===== config.mk =====
export PLATFORM = sky130hd
export DESIGN_NAME = mtw_top
export DESIGN_NICKNAME = d
export VERILOG_FILES = /design/src/shared/mtw_pkg.sv /design/src/design/mtw_top.sv
export VERILOG_INCLUDE_DIRS = /design/src /design/src/shared
export SDC_FILE = /design/constraint.sdc
export NUM_CORES = 2
export LEC_CHECK = 0
export ABC_AREA = 0
export BUFFER_PORTS_ARGS = -buffer_cell sky130_fd_sc_hd__buf_2
export CORE_UTILIZATION = 56
export CTS_CLUSTER_SIZE = 14
export DETAILED_ROUTE_END_ITERATION = 6
export GPL_TIMING_DRIVEN = 0
export HOLD_SLACK_MARGIN = 0.02
export PLACE_DENSITY_LB_ADDON = 0.12
export SLEW_MARGIN = 5
export SYNTH_ARGS = -nofsm -noshare
export SYNTH_HDL_FRONTEND = slang
export SYNTH_SLANG_ARGS = --single-unit

===== constraint.sdc =====
create_clock -name clk -period 10.6 [get_ports clk]
set_clock_uncertainty 0.2 [all_clocks]
set_input_delay 2.12 -clock clk [delete_from_list [all_inputs] [get_ports clk]]
set_output_delay 2.12 -clock clk [all_outputs]
set_load 0.01 [all_outputs]

===== src/shared/mtw_cfg.svh =====
// Constants of the translation decision block
`ifndef MTW_CFG_SVH
`define MTW_CFG_SVH
`define MTW_ENTRIES     22
`define MTW_TAG_W       28
`define MTW_DAT_W       28
`define MTW_ADDR_W      8
// Register offsets (byte addresses)
`define MTW_OFS_TC      8'h00
`define MTW_OFS_TW0     8'h04
`define MTW_OFS_TW1     8'h08
`define MTW_OFS_STAT    8'h0C
`define MTW_OFS_CMD     8'h10
// Window register fields
`define MTW_W_BASE_HI   31
`define MTW_W_BASE_LO   24
`define MTW_W_MASK_HI   23
`define MTW_W_MASK_LO   16
`define MTW_W_EN        15
`define MTW_W_CI        10
`define MTW_W_RWSEL     9
`define MTW_W_RWM       8
`define MTW_W_FCB_HI    6
`define MTW_W_FCB_LO    4
`define MTW_W_FCM_HI    2
`define MTW_W_FCM_LO    0
// Translation control fields
`define MTW_TC_EN       31
`define MTW_TC_PS_HI    23
`define MTW_TC_PS_LO    20
`define MTW_PS_MIN      4'h8
// Command and status fields
`define MTW_CMD_FLUSH   0
`define MTW_ST_BUSY     4
`define MTW_ST_BERR     5
// Tag and entry fields
`define MTW_T_V         27
`define MTW_T_FC_HI     26
`define MTW_T_FC_LO     24
`define MTW_D_B         27
`define MTW_D_CI        26
`define MTW_D_WP        25
`define MTW_D_M         24
`define MTW_CPU_FC      3'h7
`define MTW_ZERO32      32'h0000_0000
`endif


===== src/shared/mtw_pkg.sv =====
// Types of the translation decision block
`include "mtw_cfg.svh"
package mtw_pkg;
  typedef enum logic [0:0] {MTW_IDLE, MTW_WALK} mtw_state_t;
  typedef enum logic [2:0] {
    MTW_P_NONE, MTW_P_CPU, MTW_P_CACHE, MTW_P_WIN,
    MTW_P_PASS, MTW_P_ATC, MTW_P_ABORT, MTW_P_SEQ
  } mtw_path_t;
  typedef logic [`MTW_TAG_W-1:0] mtw_tag_t;
  typedef logic [`MTW_DAT_W-1:0] mtw_dat_t;
  typedef struct packed {
    logic [31:0]                       tc;
    logic [31:0]                       tw0;
    logic [31:0]                       tw1;
    logic [`MTW_ENTRIES-1:0][`MTW_TAG_W-1:0] tag;
    logic [`MTW_ENTRIES-1:0][`MTW_DAT_W-1:0] dat;
    logic [`MTW_ENTRIES-1:0]           hist;
    mtw_state_t                        st;
    logic [31:0]                       wla;
    logic [2:0]                        wfc;
    logic                              wreq;
    logic                              wmod;
    logic [31:0]                       hold_pa;
    logic                              hold_ci;
    logic                              hold_ok;
    logic [31:0]                       rdata;
    logic [31:0]                       pa;
    logic                              as_n;
    logic                              ci_n;
    logic                              abort;
    logic                              berr;
    logic                              done;
    logic                              retry;
    logic                              last_berr;
    mtw_path_t                         path;
  } mtw_state_s_t;
endpackage


===== src/design/mtw_top.sv =====
// Translation decision logic: bypass, windows, translation cache, aborts
//
// Strobed register access and the address map were decided locally.
`timescale 1ns/1ns
`include "mtw_cfg.svh"
module mtw_top (
  input  wire logic                   clk,
  input  wire logic                   rst_b,
  // Register port
  input  wire logic [`MTW_ADDR_W-1:0] reg_addr,
  input  wire logic [31:0]            reg_wdata,
  input  wire logic                   reg_we,
  input  wire logic                   reg_re,
  output logic [31:0]                 reg_rdata,
  // Access request from the core
  input  wire logic                   acc_req,
  input  wire logic [31:0]            acc_la,
  input  wire logic [2:0]             space_code_bits,
  input  wire logic                   acc_read,
  input  wire logic                   acc_rmw,
  input  wire logic                   acc_cache_hit,
  input  wire logic                   acc_follow,
  input  wire logic                   translation_disable_in,
  // Access answer
  output logic [31:0]                 phys_addr,
  output logic                        address_strobe_n,
  output logic                        cache_inhibit_out_n,
  output logic                        acc_abort,
  output logic                        acc_berr,
  output logic                        acc_done,
  output logic                        acc_retry,
  output logic                        busy,
  // Table walker
  output logic                        walk_req,
  output logic [31:0]                 walk_la,
  output logic [2:0]                  walk_fc,
  output logic                        walk_set_mod,
  input  wire logic                   walk_done,
  input  wire logic                   walk_berr,
  input  wire logic                   walk_ci,
  input  wire logic                   walk_wp,
  input  wire logic                   walk_mod,
  input  wire logic [23:0]            walk_pa
);
  import mtw_pkg::*;

  // ************************************************************
  // Decode functions
  // ************************************************************

  // Window match on space code, top byte and direction
  function automatic logic win_match(
    input logic [31:0] w,
    input logic [31:0] la,
    input logic [2:0]  fc,
    input logic        rd,
    input logic        rmw
  );
    logic [7:0] amask;
    logic [2:0] fmask;
    logic       ok;
    amask = w[`MTW_W_MASK_HI:`MTW_W_MASK_LO];
    fmask = w[`MTW_W_FCM_HI:`MTW_W_FCM_LO];
    ok = w[`MTW_W_EN];
    ok = ok & (((la[31:24] ^ w[`MTW_W_BASE_HI:`MTW_W_BASE_LO])
               & ~amask) == 8'h00);
    ok = ok & (((fc ^ w[`MTW_W_FCB_HI:`MTW_W_FCB_LO])
               & ~fmask) == 3'h0);
    if (!w[`MTW_W_RWM])
    begin
      ok = ok & (rd == w[`MTW_W_RWSEL]);
      ok = ok & ~rmw;
    end
    return ok;
  endfunction

  // Tag compare with page-size masking of the low page bits
  function automatic logic tag_hit(
    input logic [`MTW_TAG_W-1:0] t,
    input logic [31:0]           la,
    input logic [2:0]            fc,
    input logic [23:0]           pmask
  );
    return t[`MTW_T_V]
         & (t[`MTW_T_FC_HI:`MTW_T_FC_LO] == fc)
         & (((t[23:0] ^ la[31:8]) & pmask) == 24'h00_0000);
  endfunction

  // ************************************************************
  // State and lookup
  // ************************************************************

  mtw_state_s_t          s_r;
  mtw_state_s_t          s_nxt;
  logic [23:0]           pg_mask;
  logic [3:0]            pg_ign;
  logic [`MTW_ENTRIES-1:0] hit_vec;
  logic [`MTW_ENTRIES-1:0] whit_vec;

  // Page mask from the page size field
  always_comb
  begin
    if (s_r.tc[`MTW_TC_PS_HI:`MTW_TC_PS_LO] > `MTW_PS_MIN)
      pg_ign = s_r.tc[`MTW_TC_PS_HI:`MTW_TC_PS_LO] - `MTW_PS_MIN;
    else
      pg_ign = 4'h0;
    pg_mask = 24'hFF_FFFF << pg_ign;
  end

  // Parallel tag compare of every entry
  genvar gi;
  generate
    for (gi = 0; gi < `MTW_ENTRIES; gi++)
    begin : g_cmp
      assign hit_vec[gi]  = tag_hit(s_r.tag[gi], acc_la,
                                    space_code_bits, pg_mask);
      assign whit_vec[gi] = tag_hit(s_r.tag[gi], s_r.wla,
                                    s_r.wfc, pg_mask);
    end
  endgenerate

  // ************************************************************
  // Next-state logic
  // ************************************************************

  always_comb
  begin
    logic                   m0;
    logic                   m1;
    logic                   hit;
    logic [4:0]             hidx;
    logic [4:0]             vic;
    logic                   vfound;
    logic                   wr_acc;
    logic [`MTW_DAT_W-1:0]  ent;
    logic [`MTW_ENTRIES-1:0] nh;
    m0     = 1'b0;
    m1     = 1'b0;
    hit    = 1'b0;
    hidx   = 5'h00;
    vic    = 5'h00;
    vfound = 1'b0;
    ent    = '0;
    nh     = '0;
    wr_acc = ~acc_read | acc_rmw;
    s_nxt  = s_r;
    // Pulses fall by default
    s_nxt.as_n  = 1'b1;
    s_nxt.abort = 1'b0;
    s_nxt.berr  = 1'b0;
    s_nxt.done  = 1'b0;
    s_nxt.retry = 1'b0;

    // Register writes and reads
    if (reg_we)
    begin
      unique case (reg_addr)
        `MTW_OFS_TC:  s_nxt.tc  = reg_wdata;
        `MTW_OFS_TW0: s_nxt.tw0 = reg_wdata;
        `MTW_OFS_TW1: s_nxt.tw1 = reg_wdata;
        `MTW_OFS_CMD:
        begin
          if (reg_wdata[`MTW_CMD_FLUSH])
          begin
            for (int i = 0; i < `MTW_ENTRIES; i++)
              s_nxt.tag[i][`MTW_T_V] = 1'b0;
            s_nxt.hist = '0;
          end
        end
        default: ;
      endcase
    end
    s_nxt.rdata = `MTW_ZERO32;
    if (reg_re)
    begin
      unique case (reg_addr)
        `MTW_OFS_TC:   s_nxt.rdata = s_r.tc;
        `MTW_OFS_TW0:  s_nxt.rdata = s_r.tw0;
        `MTW_OFS_TW1:  s_nxt.rdata = s_r.tw1;
        `MTW_OFS_STAT:
        begin
          s_nxt.rdata[2:0]          = s_r.path;
          s_nxt.rdata[`MTW_ST_BUSY] = (s_r.st == MTW_WALK);
          s_nxt.rdata[`MTW_ST_BERR] = s_r.last_berr;
        end
        default: s_nxt.rdata = `MTW_ZERO32;
      endcase
    end

    // First matching cache entry
    for (int i = `MTW_ENTRIES - 1; i >= 0; i--)
    begin
      if (hit_vec[i])
      begin
        hit  = 1'b1;
        hidx = 5'(i);
      end
    end

    unique case (s_r.st)
      MTW_IDLE:
      begin
        if (acc_req)
        begin
          m0 = win_match(s_r.tw0, acc_la, space_code_bits,
                         acc_read, acc_rmw);
          m1 = win_match(s_r.tw1, acc_la, space_code_bits,
                         acc_read, acc_rmw);
          s_nxt.pa      = acc_la;
          s_nxt.ci_n    = 1'b1;
          s_nxt.hold_ok = 1'b0;
          if (acc_follow && s_r.hold_ok)
          begin
            // Reuse upper bits and mode of the first cycle
            s_nxt.pa      = {s_r.hold_pa[31:2], acc_la[1:0]};
            s_nxt.ci_n    = ~s_r.hold_ci;
            s_nxt.as_n    = 1'b0;
            s_nxt.hold_ok = 1'b1;
            s_nxt.path    = MTW_P_SEQ;
          end
          else if (space_code_bits == `MTW_CPU_FC)
          begin
            s_nxt.as_n = 1'b0;
            s_nxt.path = MTW_P_CPU;
          end
          else if (acc_read && acc_cache_hit)
          begin
            s_nxt.done = 1'b1;
            s_nxt.path = MTW_P_CACHE;
          end
          else if (m0 || m1)
          begin
            // Direct mapping, no protection check
            s_nxt.as_n = 1'b0;
            s_nxt.ci_n = ~((m0 & s_r.tw0[`MTW_W_CI])
                         | (m1 & s_r.tw1[`MTW_W_CI]));
            s_nxt.path = MTW_P_WIN;
            s_nxt.hold_ok = 1'b1;
          end
          else if (translation_disable_in || !s_r.tc[`MTW_TC_EN])
          begin
            s_nxt.as_n = 1'b0;
            s_nxt.path = MTW_P_PASS;
            s_nxt.hold_ok = 1'b1;
          end
          else if (!hit)
          begin
            // Abort before strobe, then search
            s_nxt.abort = 1'b1;
            s_nxt.wreq  = 1'b1;
            s_nxt.wmod  = wr_acc;
            s_nxt.wla   = acc_la;
            s_nxt.wfc   = space_code_bits;
            s_nxt.st    = MTW_WALK;
            s_nxt.path  = MTW_P_ABORT;
          end
          else if (s_r.dat[hidx][`MTW_D_B])
          begin
            s_nxt.abort = 1'b1;
            s_nxt.berr  = 1'b1;
            s_nxt.path  = MTW_P_ABORT;
          end
          else if (wr_acc && s_r.dat[hidx][`MTW_D_WP])
          begin
            s_nxt.abort = 1'b1;
            s_nxt.berr  = 1'b1;
            s_nxt.path  = MTW_P_ABORT;
          end
          else if (wr_acc && !s_r.dat[hidx][`MTW_D_M])
          begin
            s_nxt.abort = 1'b1;
            s_nxt.wreq  = 1'b1;
            s_nxt.wmod  = 1'b1;
            s_nxt.wla   = acc_la;
            s_nxt.wfc   = space_code_bits;
            s_nxt.st    = MTW_WALK;
            s_nxt.path  = MTW_P_ABORT;
          end
          else
          begin
            // Translated address, page offset untouched
            s_nxt.pa   = {(s_r.dat[hidx][23:0] & pg_mask)
                         | (acc_la[31:8] & ~pg_mask),
                          acc_la[7:0]};
            s_nxt.ci_n = ~s_r.dat[hidx][`MTW_D_CI];
            s_nxt.as_n = 1'b0;
            s_nxt.path = MTW_P_ATC;
            s_nxt.hold_ok = 1'b1;
            // Pseudo-LRU history update
            nh = s_r.hist;
            nh[hidx] = 1'b1;
            if (&nh)
            begin
              nh = '0;
              nh[hidx] = 1'b1;
            end
            s_nxt.hist = nh;
          end
          s_nxt.hold_pa = s_nxt.pa;
          s_nxt.hold_ci = ~s_nxt.ci_n;
          s_nxt.last_berr = s_nxt.berr;
        end
      end
      MTW_WALK:
      begin
        if (walk_done)
        begin
          // Victim: same tag, else free entry, else cold history
          for (int i = `MTW_ENTRIES - 1; i >= 0; i--)
            if (!s_r.hist[i])
            begin
              vic    = 5'(i);
              vfound = 1'b1;
            end
          for (int i = `MTW_ENTRIES - 1; i >= 0; i--)
            if (!s_r.tag[i][`MTW_T_V])
            begin
              vic    = 5'(i);
              vfound = 1'b1;
            end
          for (int i = `MTW_ENTRIES - 1; i >= 0; i--)
            if (whit_vec[i])
            begin
              vic    = 5'(i);
              vfound = 1'b1;
            end
          if (!vfound)
            vic = 5'h00;
          ent = {walk_berr, walk_ci, walk_wp, walk_mod, walk_pa};
          s_nxt.tag[vic] = {1'b1, s_r.wfc, s_r.wla[31:8]};
          s_nxt.dat[vic] = ent;
          nh = s_r.hist;
          nh[vic] = 1'b1;
          if (&nh)
          begin
            nh = '0;
            nh[vic] = 1'b1;
          end
          s_nxt.hist  = nh;
          s_nxt.wreq  = 1'b0;
          s_nxt.wmod  = 1'b0;
          s_nxt.retry = 1'b1;
          s_nxt.st    = MTW_IDLE;
        end
      end
    endcase

    // Synchronous reset keeps the cache contents
    if (!rst_b)
    begin
      s_nxt.tc        = `MTW_ZERO32;
      s_nxt.tw0       = `MTW_ZERO32;
      s_nxt.tw1       = `MTW_ZERO32;
      s_nxt.tag       = s_r.tag;
      s_nxt.dat       = s_r.dat;
      s_nxt.hist      = '0;
      s_nxt.st        = MTW_IDLE;
      s_nxt.wla       = `MTW_ZERO32;
      s_nxt.wfc       = 3'h0;
      s_nxt.wreq      = 1'b0;
      s_nxt.wmod      = 1'b0;
      s_nxt.hold_pa   = `MTW_ZERO32;
      s_nxt.hold_ci   = 1'b0;
      s_nxt.hold_ok   = 1'b0;
      s_nxt.rdata     = `MTW_ZERO32;
      s_nxt.pa        = `MTW_ZERO32;
      s_nxt.as_n      = 1'b1;
      s_nxt.ci_n      = 1'b1;
      s_nxt.abort     = 1'b0;
      s_nxt.berr      = 1'b0;
      s_nxt.done      = 1'b0;
      s_nxt.retry     = 1'b0;
      s_nxt.last_berr = 1'b0;
      s_nxt.path      = MTW_P_NONE;
    end
  end

  // State register
  always_ff @(posedge clk)
  begin
    s_r <= s_nxt;
  end

  // ************************************************************
  // Outputs
  // ************************************************************

  // Every output straight from the state register, except busy, which is decoded from its state
  assign reg_rdata           = s_r.rdata;
  assign phys_addr           = s_r.pa;
  assign address_strobe_n    = s_r.as_n;
  assign cache_inhibit_out_n = s_r.ci_n;
  assign acc_abort           = s_r.abort;
  assign acc_berr            = s_r.berr;
  assign acc_done            = s_r.done;
  assign acc_retry           = s_r.retry;
  assign busy                = (s_r.st == MTW_WALK);
  assign walk_req            = s_r.wreq;
  assign walk_la             = s_r.wla;
  assign walk_fc             = s_r.wfc;
  assign walk_set_mod        = s_r.wmod;

endmodule // mtw_top


# Word level (Yosys, flattened, before mapping)
# Index checks and enable logic that the tools add are counted.
# word_totals
in_bits,114
regBits,1464
output_inout_bits,108
# classes
reduce_logical,73
n_bitwise,220
muxes,342
addsub,1
n_shift,1
n_eq_ne,64
magnitude_cmp,5
# ops
op,count
two-way mux 1255 bit,1
bitwise mux 616 bit,2
two-way mux 1232 bit,1
AND 24 bit,46
logical NOT 24 bit,44
bitwise XOR 24 bit,44
two-way mux 5 bit,91
two-way mux 60 bit,7
two-way mux 34 bit,9
two-way mux 1 bit,182
two-way mux 22 bit,7
binary-select mux 28 bit (select 5 bit),1
demux 28 bit (select 5 bit),1
== test 3 bit,44
AND 1 bit,98
two-way mux 32 bit,3
two-way mux 94 bit,1
one-hot mux 26 bit (3 select lines),1
two-way mux 38 bit,2
two-way mux 28 bit,2
one-hot mux 23 bit (2 select lines),1
OR 22 bit,2
AND reduction 22 bit,2
two-way mux 36 bit,1
42 further kinds,113

# Depth between registers and ports, before layout
# logic_depth
word_depth,80
mapped_depth,26
depth_no_buf,16

# Least setup slack after synthesis
# Ideal clock, no wire load.
# synth_path
path_type,register -> register
from,"reg s_r, in the netlist walk_la[13]"
to,reg with a tool-made name
required_ns,9.853
arrival_time_ns,7.663
path_stages_with_launch,16
setup_slack_ns,2.190
setup_time_ns,0.547
path_cell_list,dfxtp_1 buf_2 buf_2 buf_1 xnor2_1 o22ai_1 nor4_1 nand4_1 a311o_1 a21oi_1 o21ai_0 and2_1 buf_2 nor3_1 clkbuf_1 nor3b_1
# synth_rtl
item,line,source
"start, declared",mtw_top.sv:93,mtw_state_s_t s_r;
"start signal, assigned",mtw_top.sv:381,s_r <= s_nxt;

==> key figures <==
Logic synthesis
  – Ys Warns: 0
  – Syn nets: 6796
  – Cells after Synth: 6682
  – Register bit count reported by yosys: 1464
  – Post-synth EDFFs: 1232
  – Syn_area_per_cell: 11.19 µm²
  – Post-synthesis cell area: 0.07478 mm²
  – Main flop type after synthesis: edfxtp_1
  – Seq/Total Area, Yosys: 0.5568
  – Synth unique cells: 97
  – Post-synth ARST share: 0
  – Leading area contributor after synthesis: edfxtp_1
  – Top post-synthesis cells by area: edfxtp_1 (49%), xnor2_1 (12%), dfxtp_1 (6.2%)
  – Area share of the leading cell type in the synthesized netlist: 0.4947

Clock network
  – CTS Buffer Depth: 3
  – Post-CTS setup repair buffer count: 0
  – Register clock-pin slew on the reported worst setup and hold paths: 0.06 ns
  – Post-CTS Hold Fix Bufs: 0
  – Root Driver: clkbuf_16
  – Gates resized, CTS repair: 0
  – CTS Buf Count: 156
  – CTS H-tree lvls: 4
  – Sinks on Clock Net: 1464
  – CTS tree: built
  – Clock Latency Late Sink: 0.84 ns

Setup path
  – CP Max Fanout: 13
  – WP buf/inv: 10
  – WS Path Type: reg2reg
  – Crit path cell chain: buf_12 -> clkbuf_1 -> buf_2 -> buf_2 -> xnor2_1 -> nand4_1 -> nor4_1 -> nand3_1 -> nand4_1 -> nor3_1 -> o21ba_2 -> a31oi_1 -> and2b_1 -> nor2b_1 -> inv_1 -> nor3_2 -> buf_4 -> buf_6 -> buf_4 -> buf_4 -> buf_4
  – Cell mode on critical path: buf_4
  – Critical path capture point type: register
  – Startpoint types: register
  – Max stage delay on crit path: 1.15 ns
  – Critical Path Slowest Stage Cell: clkbuf_1
  – CP top delay family: buffers and inverters
  – WP data required: 10.92 ns
  – CP arrival: 10.90 ns

Job
  – MaxCap Viol Count: 3

Drt
  – Final WL: 359300 µm
  – Vias per inst: 7.259
  – Drt first pass iters: 7
  – Vias: 65680
  – Detail Route Antenna Nets: 0
  – DRT iter0 DRCs: 14090
  – DRC Markers: 72
  – Per-cell routed wire length: 39.71 µm

Global routing
  – Vias in the first global route: 59880
  – Largest net degree at the start of global routing: 48
  – Gr ovfl total: 0
  – Global-route wire length before repair: 476800 µm
  – Total track usage: 0.5160
  – Initial antenna violation count: 40

Place
  – Port buffer count: 192
  – Pre-CTS setup slack: 0.5738 ns
  – Placer's final routability congestion estimate: 1.165
  – DP HPWL: 255000 µm

Power
  – Leakage: 0.02988 µW
  – Worst VDD drop: 0.1866 mV
  – P per Cell Area: 147.1 mW/mm²

STA
  – Ratio of final minimum period to clock period: 0.9981
  – Peak Freq: 94.52 MHz
  – Slew Limit Fails: 27
  – Final setup fails: 0
  – Fin crit period: 10.58 ns
  – Setup_tns: 0 ns
  – Final hold vios: 0
  – Setup ws final: 0.02046 ns
  – Least-Margin Pin Slew: 1.585 ns
  – Slew margin rel.: -0.05679
  – RSZ-0062 raised after global routing: no

Layout
  – Fin nets: 7243
  – Share of cells above drive strength 1: 0.1303
  – Synthesis-to-layout area growth: 13.23%

Die
  – FP Rows: 133
  – Placeable Area: 0.1320 mm²
  – Initial core utilization: 0.5667
  – Die X: 367.4 µm
  – Die Span Y: 367.4 µm
  – Ports: 222
  – Die Footprint: 0.1350 mm²

Min path
  – Hold Crit Class: reg2reg

Outcome
  – Status: complete, but fails checks
  – Failing checks: design-rule violations, max-capacitance violations, max-slew violations
## worst paths after layout
kind              endpoint  cells past startpoint         from  slack [ns]
setup / recovery  register                     21  walk_la[30]        0.02
setup reg to reg  register                     21  walk_la[30]        0.02
hold reg to reg   walk_req                      2     walk_req        0.25
hold / removal    walk_req                      2     walk_req        0.25
## routing by layer
metal / vias to the layer above / track usage / part of all wire
met5: - / 0.006054 / 0.00070
met4: 14 / 0.3184 / 0.077
met3: 1551 / 0.2596 / 0.18
met2: 7078 / 0.6914 / 0.39
met1: 31660 / 0.6579 / 0.35
li1: 25380 / - / -
## cell usage after synthesis (6+ instances only)
cell	count
and2_1	19
a31o_2	7
and4_1	25
edfxtp_1	1232
buf_4	139
a21oi_1	283
clkbuf_1	191
xnor2_1	1065
or2_2	7
nor3_1	89
o21ai_1	10
a21boi_0	8
nand2_1	882
o21a_1	9
or3_1	9
inv_1	29
a22oi_1	47
nand4b_1	35
o211ai_1	106
nand3_1	274
o22ai_1	172
mux2_2	30
nor2_1	279
nor3b_1	13
nand2b_1	29
dfxtp_1	232
a211oi_1	11
nor4b_1	7
o31a_1	11
a21o_1	14
nor2b_1	15
and3_1	55
a31oi_1	34
or4_1	6
buf_6	19
xor2_1	148
mux2i_1	215
buf_2	160
nand4_1	371
o21ai_0	87
a2111oi_0	8
nor4_1	156
buf_1	22
a32oi_1	25
## power breakdown
part           internal, µW  switching [µW]  leakage, µW  total (µW)
logic                   171             489       0.0132         661
clock network          3040            2530      0.00248        5570
registers              6200            14.9       0.0142        6220
total                  9420            3030       0.0299       12500
## stage by stage
| step | hold slack, ns | power, µW | instance area, µm² | utilization | std cells |
|---|---|---|---|---|---|
| 4_1_cts | 0.2538 | 12310 | 84580 | 0.6409 | 9014 |
| 3_5_place_dp | 0.2456 | 6942 | 79460 | 0.6021 | 8725 |
| 3_3_place_gp | 0.2411 | 6938 | 77940 | 0.5906 | 8629 |
| 2_1_floorplan | 0.2322 | 6650 | 74780 | - | 6682 |
| 6_report | 0.2536 | 12450 | 84680 | 0.6417 | 9048 |
| 5_1_grt | 0.2771 | 12590 | 84610 | 0.6411 | 9020 |
## logic make-up (layout without fill, tap and decap cells)
group	Yosys count	in the layout	synth area share
compound gates	901	901	0.07691
mux	245	245	0.03329
flops	1464	1464	0.5568
buf+inv	563	1141	0.03984
xor+xnor	1213	1213	0.1421
other cells	0	33	0
simple gates	2296	2296	0.1511
## area by class of cell
type / instances / area, µm²
fillers: 10160 / 47290
repair buffers: 289 / 2332
well taps: 1755 / 2196
clock inverters: 97 / 969.7
flip-flops and latches: 1464 / 41670
multi-input cells: 4655 / 30300
clock buffers: 192 / 4150
diodes: 33 / 82.58
plain buffers: 532 / 2863
inverters: 31 / 116.4
## cell usage in the layout, fill, tap and decap left out, types with 11 or more instances in the layout
cell type  synthesis  routed
buf_6             19      35
diode_2            0      33
inv_1             29      29
nor4_1           156     156
a31oi_1           34      34
o22ai_1          172     172
clkbuf_16          0     157
dfxtp_1          232     207
a32oi_1           25      25
nor3b_1           13      12
clkbuf_1         191     217
nor3_1            89      82
nor2_1           279     272
o31a_1            11      11
xor2_1           148     148
a21o_1            14      14
edfxtp_1        1232    1232
nand4_1          371     371
nor2b_1           15      15
buf_4            139     177
o21ai_0           87      87
buf_1             22      22
a22oi_1           47      47
buf_2            160     352
and4_1            25      25
clkinv_1           0      40
and3_1            55      49
nand3_1          274     274
mux2i_1          215     215
nand2b_1          29      29
nand2_1          882     882
a21oi_1          283     283
and2_1            19      18
clkinv_2           0      22
o211ai_1         106     106
dfxtp_2            0      25
buf_12             0      37
mux2_2            30      30
xnor2_1         1065    1065
nand4b_1          35      35
## worst min-delay path, delay by kind of cell (launching register included)
family	cells	cell delay [ns]
compound gates	1	0.05
simple gates	1	0.05
flops	1	0.31
No activity file was read; power rests on OpenSTA's default activity.
